[src/common/lpms_consts.svh]
// Constants for the low-power mode sequencer: timing counts and field codes.
// Assumes a 100 MHz system clock; included by the package and the design files.
`ifndef LPMS_CONSTS_SVH
`define LPMS_CONSTS_SVH
`define LPMS_CLK_HZ 100000000
`define LPMS_STARTUP_S 300
`define LPMS_DEEP_SEND_MIN_S 60
`define LPMS_MODE_NONE 2'h0
`define LPMS_MODE_SLEEP 2'h1
`define LPMS_MODE_DEEP 2'h2
`define LPMS_PRIO_LOW 2'h0
`define LPMS_PRIO_HIGH 2'h1
`define LPMS_PRIO_PANIC 2'h2
`define LPMS_IRQ_BITS 4
`define LPMS_IRQ_SLEEP_ENTRY 0
`define LPMS_IRQ_DEEP_ENTRY 1
`define LPMS_IRQ_WAKE 2
`define LPMS_IRQ_STARTUP_DONE 3
`define LPMS_ADDR_STATUS 4'h0
`define LPMS_ADDR_MASK 4'h1
`define LPMS_ADDR_STATE 4'h2
`define LPMS_ADDR_CTRL 4'h3
`define LPMS_DS_IO_MASK 16'h3FFF
`endif

[src/common/lpms_pkg.sv]
// Types shared by the low-power mode sequencer design files.
// Assumes lpms_consts.svh is on the include path.
`include "lpms_consts.svh"
package lpms_pkg;
  typedef enum logic [2:0] {
    LPMS_NORMAL = 3'b001,
    LPMS_SLEEP = 3'b010,
    LPMS_DEEP = 3'b100
  } lpms_state_t;
  typedef logic [1:0] lpms_mode_t;
  typedef logic [1:0] lpms_prio_t;
endpackage

[src/logic/lpms_seq.sv]
// Low-power mode sequencer: decides sleep and deep sleep, gates receiver and modem power,
// and steers record saving and sending. Assumes synchronous inputs on one 100 MHz clock.
// Behaviour
// - Enter sleep only when mode, start-up timeout, stillness, ignition off, no USB all hold.
// - Start-up timeout of five minutes after each restart blocks both low-power states.
// - In sleep the positioning receiver sleeps while the modem stays powered.
// - Leave sleep on movement, ignition high, USB attach, or high/panic record.
// - In sleep no periodic or event record is saved.
// - Enter deep sleep on all sleep conditions plus send period above 60 seconds.
// - In deep sleep modem is off, powered only while pending data is sent.
// - In deep sleep an incoming text message never wakes the device.
// - Leave deep sleep on movement, ignition high, USB attach, or high/panic record.
// - In deep sleep records are saved, tagged with the last valid fix before entry.
// - Deep sleep records carry only the reduced I/O element set.
// - The deep sleep element always carries low priority.
// - Low records queue, high send at once, panic send at once plus text.
//
// Local design decisions: the address map and the address-and-strobe port.
`timescale 1ns/1ps
`include "lpms_consts.svh"
module lpms_seq #(
  parameter int unsigned CLK_HZ = `LPMS_CLK_HZ,
  parameter int unsigned STARTUP_S = `LPMS_STARTUP_S,
  parameter int unsigned FIX_W = 32
) (
  input wire logic clk,
  input wire logic rst_n,
  input wire logic ignition_input,
  input wire logic movement,
  input wire logic usb_present,
  input wire logic [15:0] send_period_s,
  input wire logic rec_valid,
  input wire lpms_pkg::lpms_prio_t rec_prio,
  input wire logic rec_periodic,
  input wire logic [15:0] rec_io,
  input wire logic sms_in,
  input wire logic fix_valid,
  input wire logic [FIX_W-1:0] fix,
  input wire logic data_pending,
  input wire logic [3:0] reg_addr,
  input wire logic [31:0] reg_wdata,
  input wire logic reg_wr,
  input wire logic reg_rd,
  output logic [31:0] reg_rdata,
  output logic irq,
  output logic gnss_sleep,
  output logic modem_on,
  output logic save_en,
  output logic rec_save,
  output logic [15:0] rec_save_io,
  output logic [FIX_W-1:0] rec_save_fix,
  output logic rec_save_prio_high,
  output logic rec_queue,
  output logic rec_send_now,
  output logic rec_send_sms,
  output logic sms_wake,
  output logic deep_flag,
  output lpms_pkg::lpms_prio_t deep_flag_prio
);
  import lpms_pkg::*;

  typedef struct packed {
    lpms_state_t state;
    lpms_mode_t mode;
    logic [15:0] secs;
    logic startup_done;
    logic [FIX_W-1:0] last_fix;
    logic [FIX_W-1:0] held_fix;
    logic [`LPMS_IRQ_BITS-1:0] status;
    logic [`LPMS_IRQ_BITS-1:0] mask;
    logic [31:0] rdata;
    logic rec_save;
    logic [15:0] rec_io;
    logic [FIX_W-1:0] rec_fix;
    logic rec_high;
    logic rec_queue;
    logic rec_send;
    logic rec_sms;
    logic sms_wake;
  } lpms_st_t;

  lpms_st_t st;
  lpms_st_t next_st;
  logic tick;
  logic still_off;
  logic urgent;
  logic wake;
  logic sleep_ok;
  logic deep_ok;
  logic can_save;
  logic [`LPMS_IRQ_BITS-1:0] ev;

  // Seconds are counted with a divider pulse so the five minute count stays small.
  lpms_tick #(
    .DIV(CLK_HZ)
  ) u_tick (
    .clk(clk),
    .rst_n(rst_n),
    .tick(tick)
  );

  // Ignition level is read directly as on/off.
  assign still_off = !movement && !ignition_input && !usb_present;
  assign urgent = rec_valid && (rec_prio == `LPMS_PRIO_HIGH || rec_prio == `LPMS_PRIO_PANIC);
  // Text messages are not part of the wake set, so deep sleep ignores them.
  assign wake = movement || ignition_input || usb_present || urgent;
  assign sleep_ok = st.mode == `LPMS_MODE_SLEEP && st.startup_done && still_off;
  assign deep_ok = st.mode == `LPMS_MODE_DEEP && st.startup_done && still_off
    && send_period_s > 16'(`LPMS_DEEP_SEND_MIN_S);
  assign can_save = st.state != LPMS_SLEEP;

  always_comb begin
    next_st = st;
    ev = '0;
    next_st.rec_save = 1'b0;
    next_st.rec_queue = 1'b0;
    next_st.rec_send = 1'b0;
    next_st.rec_sms = 1'b0;
    next_st.sms_wake = 1'b0;
    next_st.rdata = 32'h0;
    if (tick && !st.startup_done) begin
      if (st.secs >= 16'(STARTUP_S - 1)) begin
        next_st.startup_done = 1'b1;
        ev[`LPMS_IRQ_STARTUP_DONE] = 1'b1;
      end else begin
        next_st.secs = st.secs + 16'h1;
      end
    end
    if (fix_valid) begin
      next_st.last_fix = fix;
    end
    case (st.state)
      LPMS_NORMAL: begin
        if (sleep_ok) begin
          next_st.state = LPMS_SLEEP;
          ev[`LPMS_IRQ_SLEEP_ENTRY] = 1'b1;
        end else if (deep_ok) begin
          next_st.state = LPMS_DEEP;
          next_st.held_fix = st.last_fix;
          ev[`LPMS_IRQ_DEEP_ENTRY] = 1'b1;
        end
      end
      LPMS_SLEEP, LPMS_DEEP: begin
        if (wake) begin
          next_st.state = LPMS_NORMAL;
          ev[`LPMS_IRQ_WAKE] = 1'b1;
        end
      end
      default: begin
        next_st.state = LPMS_NORMAL;
      end
    endcase
    if (rec_valid && can_save) begin
      next_st.rec_save = 1'b1;
      next_st.rec_high = rec_prio != `LPMS_PRIO_LOW;
      if (st.state == LPMS_DEEP) begin
        next_st.rec_io = rec_io & `LPMS_DS_IO_MASK;
        next_st.rec_fix = st.held_fix;
      end else begin
        next_st.rec_io = rec_io;
        next_st.rec_fix = st.last_fix;
      end
      next_st.rec_queue = rec_prio == `LPMS_PRIO_LOW;
      next_st.rec_send = rec_prio != `LPMS_PRIO_LOW;
      next_st.rec_sms = rec_prio == `LPMS_PRIO_PANIC;
    end else if (rec_valid && urgent) begin
      next_st.rec_send = 1'b1;
      next_st.rec_sms = rec_prio == `LPMS_PRIO_PANIC;
    end
    next_st.sms_wake = sms_in && st.state == LPMS_NORMAL;
    if (reg_wr) begin
      if (reg_addr == `LPMS_ADDR_STATUS) begin
        next_st.status = st.status & ~reg_wdata[`LPMS_IRQ_BITS-1:0];
      end else if (reg_addr == `LPMS_ADDR_MASK) begin
        next_st.mask = reg_wdata[`LPMS_IRQ_BITS-1:0];
      end else if (reg_addr == `LPMS_ADDR_CTRL) begin
        next_st.mode = reg_wdata[1:0];
      end
    end
    // Setting wins over a clear in the same cycle so no event is lost.
    next_st.status = next_st.status | ev;
    if (reg_rd) begin
      if (reg_addr == `LPMS_ADDR_STATUS) begin
        next_st.rdata = {{(32-`LPMS_IRQ_BITS){1'b0}}, st.status};
      end else if (reg_addr == `LPMS_ADDR_MASK) begin
        next_st.rdata = {{(32-`LPMS_IRQ_BITS){1'b0}}, st.mask};
      end else if (reg_addr == `LPMS_ADDR_STATE) begin
        next_st.rdata = {27'h0, st.startup_done, 1'b0, st.state};
      end else if (reg_addr == `LPMS_ADDR_CTRL) begin
        next_st.rdata = {30'h0, st.mode};
      end else begin
        next_st.rdata = 32'h0;
      end
    end
  end

  always_ff @(posedge clk) begin
    if (!rst_n) begin
      st <= '0;
      st.state <= LPMS_NORMAL;
    end else begin
      st <= next_st;
    end
  end

  assign reg_rdata = st.rdata;
  assign irq = |(st.status & st.mask);
  assign gnss_sleep = st.state != LPMS_NORMAL;
  assign modem_on = st.state != LPMS_DEEP || data_pending;
  assign save_en = can_save;
  assign rec_save = st.rec_save;
  assign rec_save_io = st.rec_io;
  assign rec_save_fix = st.rec_fix;
  assign rec_save_prio_high = st.rec_high;
  assign rec_queue = st.rec_queue;
  assign rec_send_now = st.rec_send;
  assign rec_send_sms = st.rec_sms;
  assign sms_wake = st.sms_wake;
  assign deep_flag = st.state == LPMS_DEEP;
  // The deep sleep element never inherits a configured priority.
  assign deep_flag_prio = `LPMS_PRIO_LOW;

  AST_NO_EARLY_LOWPOWER: assert property (@(posedge clk) disable iff (!rst_n)
    !st.startup_done |=> st.state == LPMS_NORMAL || $past(st.state) != LPMS_NORMAL)
    else $error("Low-power state entered before start-up timeout.");
  AST_SLEEP_ENTRY: assert property (@(posedge clk) disable iff (!rst_n)
    $past(st.state) == LPMS_NORMAL && st.state == LPMS_SLEEP |-> $past(sleep_ok))
    else $error("Sleep entered without all conditions.");
  AST_DEEP_ENTRY: assert property (@(posedge clk) disable iff (!rst_n)
    st.state == LPMS_NORMAL && deep_ok && !sleep_ok |=> st.state == LPMS_DEEP)
    else $error("Deep sleep not entered.");
  AST_WAKE_EXIT: assert property (@(posedge clk) disable iff (!rst_n)
    st.state != LPMS_NORMAL && wake |=> st.state == LPMS_NORMAL)
    else $error("Low-power state not left on wake.");
  AST_DEEP_WAKE: assert property (@(posedge clk) disable iff (!rst_n)
    st.state == LPMS_DEEP && ignition_input |=> !deep_flag)
    else $error("Deep sleep not left on ignition.");
  AST_SLEEP_POWER: assert property (@(posedge clk) disable iff (!rst_n)
    st.state == LPMS_SLEEP |-> gnss_sleep && modem_on)
    else $error("Sleep power gating wrong.");
  AST_DEEP_MODEM: assert property (@(posedge clk) disable iff (!rst_n)
    st.state == LPMS_DEEP && !data_pending |-> !modem_on && gnss_sleep)
    else $error("Modem powered in deep sleep without data.");
  AST_SLEEP_NOSAVE: assert property (@(posedge clk) disable iff (!rst_n)
    st.state == LPMS_SLEEP |=> !rec_save)
    else $error("Record saved in sleep.");
  AST_DEEP_IO: assert property (@(posedge clk) disable iff (!rst_n)
    st.state == LPMS_DEEP && rec_valid |=> rec_save && (rec_save_io & ~`LPMS_DS_IO_MASK) == 16'h0)
    else $error("Deep sleep record not reduced.");
  AST_PANIC_SMS: assert property (@(posedge clk) disable iff (!rst_n)
    rec_valid && rec_prio == `LPMS_PRIO_PANIC |=> rec_send_now && rec_send_sms)
    else $error("Panic record not sent with text.");
  AST_NO_SMS_WAKE: assert property (@(posedge clk) disable iff (!rst_n)
    st.state == LPMS_DEEP |=> !sms_wake)
    else $error("Text message woke deep sleep.");
  AST_HIGH_SEND: assert property (@(posedge clk) disable iff (!rst_n)
    rec_valid && rec_prio == `LPMS_PRIO_HIGH |=> rec_send_now && !rec_send_sms && !rec_queue)
    else $error("High record not sent at once.");
  AST_LOW_QUEUE: assert property (@(posedge clk) disable iff (!rst_n)
    rec_valid && can_save && rec_prio == `LPMS_PRIO_LOW |=> rec_queue && !rec_send_now)
    else $error("Low record not queued.");
  AST_DEEP_FIX: assert property (@(posedge clk) disable iff (!rst_n)
    st.state == LPMS_DEEP && rec_valid |=> rec_save_fix == $past(st.held_fix))
    else $error("Deep sleep record not tagged with held fix.");
  AST_ONE_STATE: assert property (@(posedge clk) disable iff (!rst_n)
    $onehot(st.state))
    else $error("More than one operating state active.");
endmodule // lpms_seq

[src/logic/lpms_tick.sv]
// Divider that produces a one-cycle pulse once per second.
// Assumes one clock and a synchronous active-low reset.
`timescale 1ns/1ps
`include "lpms_consts.svh"
module lpms_tick #(
  parameter int unsigned DIV = `LPMS_CLK_HZ
) (
  input wire logic clk,
  input wire logic rst_n,
  output logic tick
);
  typedef struct packed {
    logic [31:0] cnt;
    logic tick;
  } lpms_tick_st_t;
  lpms_tick_st_t st;
  lpms_tick_st_t next_st;
  always_comb begin
    next_st = st;
    next_st.tick = 1'b0;
    if (st.cnt >= DIV - 1) begin
      next_st.cnt = 32'h0;
      next_st.tick = 1'b1;
    end else begin
      next_st.cnt = st.cnt + 32'h1;
    end
  end
  always_ff @(posedge clk) begin
    if (!rst_n) begin
      st <= '0;
    end else begin
      st <= next_st;
    end
  end
  assign tick = st.tick;
endmodule // lpms_tick

[config.mk]
export PLATFORM = sky130hd
export DESIGN_NAME = lpms_seq
export DESIGN_NICKNAME = d
export VERILOG_FILES = /design/src/common/lpms_pkg.sv /design/src/logic/lpms_seq.sv /design/src/logic/lpms_tick.sv
export VERILOG_INCLUDE_DIRS = /design/src /design/src/common
export SDC_FILE = /design/constraint.sdc
export NUM_CORES = 1
export LEC_CHECK = 0
export BUFFER_PORTS_ARGS = -buffer_cell sky130_fd_sc_hd__buf_2
export CORE_AREA = 3 3 179 181
export DETAILED_ROUTE_END_ITERATION = 6
export DIE_AREA = 0 0 182 184
export HOLD_SLACK_MARGIN = 0.12
export PLACE_DENSITY = 0.56
export SLEW_MARGIN = 20
export SYNTH_ARGS = -nofsm -noshare
export SYNTH_HDL_FRONTEND = slang
export SYNTH_SLANG_ARGS = --single-unit
[constraint.sdc]
create_clock -name clk -period 4.6 [get_ports clk]
set_input_delay 0.69 -clock clk [delete_from_list [all_inputs] [get_ports clk]]
set_output_delay 0.69 -clock clk [all_outputs]
set_load 0.005 [all_outputs]
==> flow_metrics.tcl <==
set metrics [dict create \
    status "completed" \
    power_leakage_nw 3.67 \
    die_height_um 184 \
    grt_max_degree 67 \
    worstSetupPathType "flip-flop to output port" \
    ff2ff_setup_slack_ns 1.98 \
    finalHoldViolCount 0 \
    cp-end-kind "output port" \
    setup_viol 0 \
    regArea_um2 3720 \
    cp_data_required_time_ns 3.91 \
    io_pins 207 \
    viasPerCell 4.56 \
    start_util_pct 26.9 \
    skew_ns 0.0165 \
    clk_pin_slew_ns 0.07 \
    synth_cells 931 \
    fin_area_um2 9430 \
    grt_pass1_wl_mm 31.2 \
    timing.rr.start "st[158]$_SDFFE_PN0P_" \
    synth_async_sr_flop_share_pct 0 \
    diodes 0 \
    antenna_found_initial 0 \
    synth-main-ff-cell "dfxtp_1" \
    ant_nets 0 \
    placed_area_um2 8810 \
    post_route_cells_drive_above_1_share_pct 21.0 \
    fin_tns_setup_ns 0 \
    nNetsFinal 1117 \
    slew_viol_final 0 \
    syn_to_final_growth_pct 14.5 \
    wirelength_mm 19.4 \
    gp_congestion 0.770 \
    relSlewSlack_pct 27.3 \
    synth_top_area_share_pct 45.2 \
    clock_path_buffers 2 \
    cts-root-buf "clkbuf_16" \
    first_iter_violations 266 \
    synth_edf_count 0 \
    grt_usage_pct 11.5 \
    ys_types 54 \
    final_common_cell "dfxtp_1" \
    h-tree-depth 4 \
    critical-path-max-stage-delay_ns 0.85 \
    placed_cells 1376 \
    avgRoutedWirePerCell_um 13.8 \
    instances_no_fill 1407 \
    worst_slew_pin_slew_ns 1.09 \
    cap_violations 0 \
    vdd_drop_max_mv 0.273 \
    ys_top_cells_by_area "dfxtp_1, mux2i_1, nand2_1, buf_4, nor2_1" \
    critPathTopFamily "simple AND/OR/NAND/NOR gates" \
    holdCritStartpoint "rec_save_io[7]$_SDFFE_PN0P_" \
    power_density_nw_per_um2 367 \
    path_depth 5 \
    fillCellCount 3232 \
    cts_setup_buffers 0 \
    dieArea_um2 33500 \
    clockPowerShare_pct 44.9 \
    internal_power_mw 2.67 \
    period_minus_slack_ns 3.14 \
    start_kind "flip-flop" \
    numCtsBuffers 17 \
    cp_slowest_cell "or3b_2" \
    switching_share_pct 23.0 \
    clk_latency_ns 0.44 \
    post-route-drc-count 0 \
    synth_top_area_cell "dfxtp_1" \
    hold_buffers 0 \
    rows 64 \
    multi_input_area_um2 3740 \
    worstReg2RegEnd "st[125]$_SDFFE_PN0P_" \
    crit_buf_inv 3 \
    die_w_um 182 \
    r2r_cells 5 \
    critical_path_arrival_ns 2.45 \
    avgSynthCellArea_um2 8.84 \
    cts.sinks 186 \
    p_sw_uw 796 \
    grt_pass1_vias 6001 \
    min_to "rec_save_io[7]$_SDFFE_PN0P_" \
    finalCritPeriodShare_pct 68.2 \
    yosys_warnings 0 \
    first_pass_iters 5 \
    whs_path_depth 2 \
    postCtsResizedCells 0 \
    yosysSeqAreaShare_pct 45.2 \
    p_seq_share_pct 48.8 \
    fp.coreArea_um2 30600 \
    cts_tree "done" \
    hold_class "flip-flop to flip-flop" \
    place_hpwl_mm 13.1 \
    critPathMaxFanout 37 \
    timing.fmax_mhz 319 \
    grt-ovfl-total 0 \
    netlist_area_um2 8230 \
    num_vias 6421 \
    grt_setup_unrepaired "false" \
    worstPathCellList "or3b_2, clkinv_1, buf_4, nand2b_1, buf_2" \
    mostFrequentLayoutCells "dfxtp_1, nand2_1, buf_2, nor2_1, mux2i_1" \
    synth-seq-cells 186 \
    combPwrFrac_pct 6.4 \
    io_buffers 148 \
]
-- power by group through the flow --
stage / registers [mW] / clock network (mW) / logic [mW]
floorplan: 1.72 / 0 / 0.178
global route: 1.69 / 1.66 / 0.250
finish: 1.69 / 1.55 / 0.220
global placement: 1.72 / 0 / 0.221
detailed placement: 1.73 / 0 / 0.224
CTS: 1.69 / 1.60 / 0.224
-- synthesized netlist by cell type (all sizes together), types with 2 or more instances --
master / count
a211oi: 20
nor2b: 6
xnor2: 2
or3b: 2
and2: 13
and3: 6
a22oi: 3
ha: 4
dfxtp: 186
a21bo: 2
inv: 7
a311oi: 32
a21boi: 4
or4: 19
nand2: 183
o21a: 6
nand4: 13
mux2i: 74
buf: 92
and4: 5
or3: 8
o21ai: 11
nand3: 14
nor2: 79
o211ai: 2
xor2: 8
nor4: 5
clkbuf: 48
mux4: 2
nor3: 14
clkinv: 2
o31ai: 14
nand2b: 3
a21oi: 28
nor3b: 3
-- metal layers --
layer	global-route usage (%)	wire length, um	up-vias
met5	0	0	-
met2	19.2	9250	134
li1	-	-	3245
met4	3.99	398	0
met3	2.89	931	20
met1	14.4	8820	3022
-- per-stage QoR --
stage	utilization (%)	setup WS, ns	power, mW	hold slack, ns
global route	30.8	1.34	3.60	0.471
global placement	28.8	1.54	1.95	0.437
detailed placement	28.8	1.47	1.95	0.442
finish	30.8	1.46	3.46	0.451
floorplan	-	2.33	1.90	0.430
CTS	30.8	1.40	3.51	0.452
-- sequential cells by signal (all words and copies together) (netlist names) --
| register | cells |
|---|---|
| rec_send_now | 1 |
| reg_rdata | 5 |
| u_tick.tick | 1 |
| rec_send_sms | 1 |
| sms_wake | 1 |
| rec_save_fix | 32 |
| st | 94 |
| rec_save | 1 |
| u_tick.st | 32 |
| rec_save_prio_high | 1 |
| rec_save_io | 16 |
| rec_queue | 1 |
-- layout make-up --
| type | instances | share of cell area, % |
|---|---|---|
| multi-input combinational | 628 | 39.7 |
| sequential | 186 | 39.5 |
| tap | 396 | 5.26 |
| clock buffer | 17 | 4.51 |
| inverter | 9 | 0.358 |
| timing repair buffer | 157 | 8.57 |
| clock inverter | 14 | 2.08 |
-- worst max-delay path by stage --
stage | slack [ns] | from | end
after floorplan | 2.33 | send_period_s[15] | st[179]$_SDFFE_PN0P_
after global placement | 1.54 | ignition_input | st[122]$_SDFFE_PN0P_
after detailed placement | 1.47 | ignition_input | st[120]$_SDFFE_PN0P_
after CTS | 1.40 | st[179]$_SDFFE_PN0P_ | modem_on
after global routing | 1.34 | st[179]$_SDFFE_PN0P_ | modem_on
final | 1.46 | st[179]$_SDFFE_PN0P_ | modem_on
-- tightest hold or removal path: stages (launching register included) --
cell	delay, ns
dfxtp_1	0.31
nand2_1	0.05
a21oi_1	0.05
-- kinds of logic after synthesis --
group	synth area share (%)
fa+ha+maj	0.608
flops	45.2
compound gates	11.1
other cells	0.0456
buf+inv	10.9
simple gates	21.5
xor+xnor	1.06
mux	9.55
Note: power is estimated with default switching activity, not from simulation.
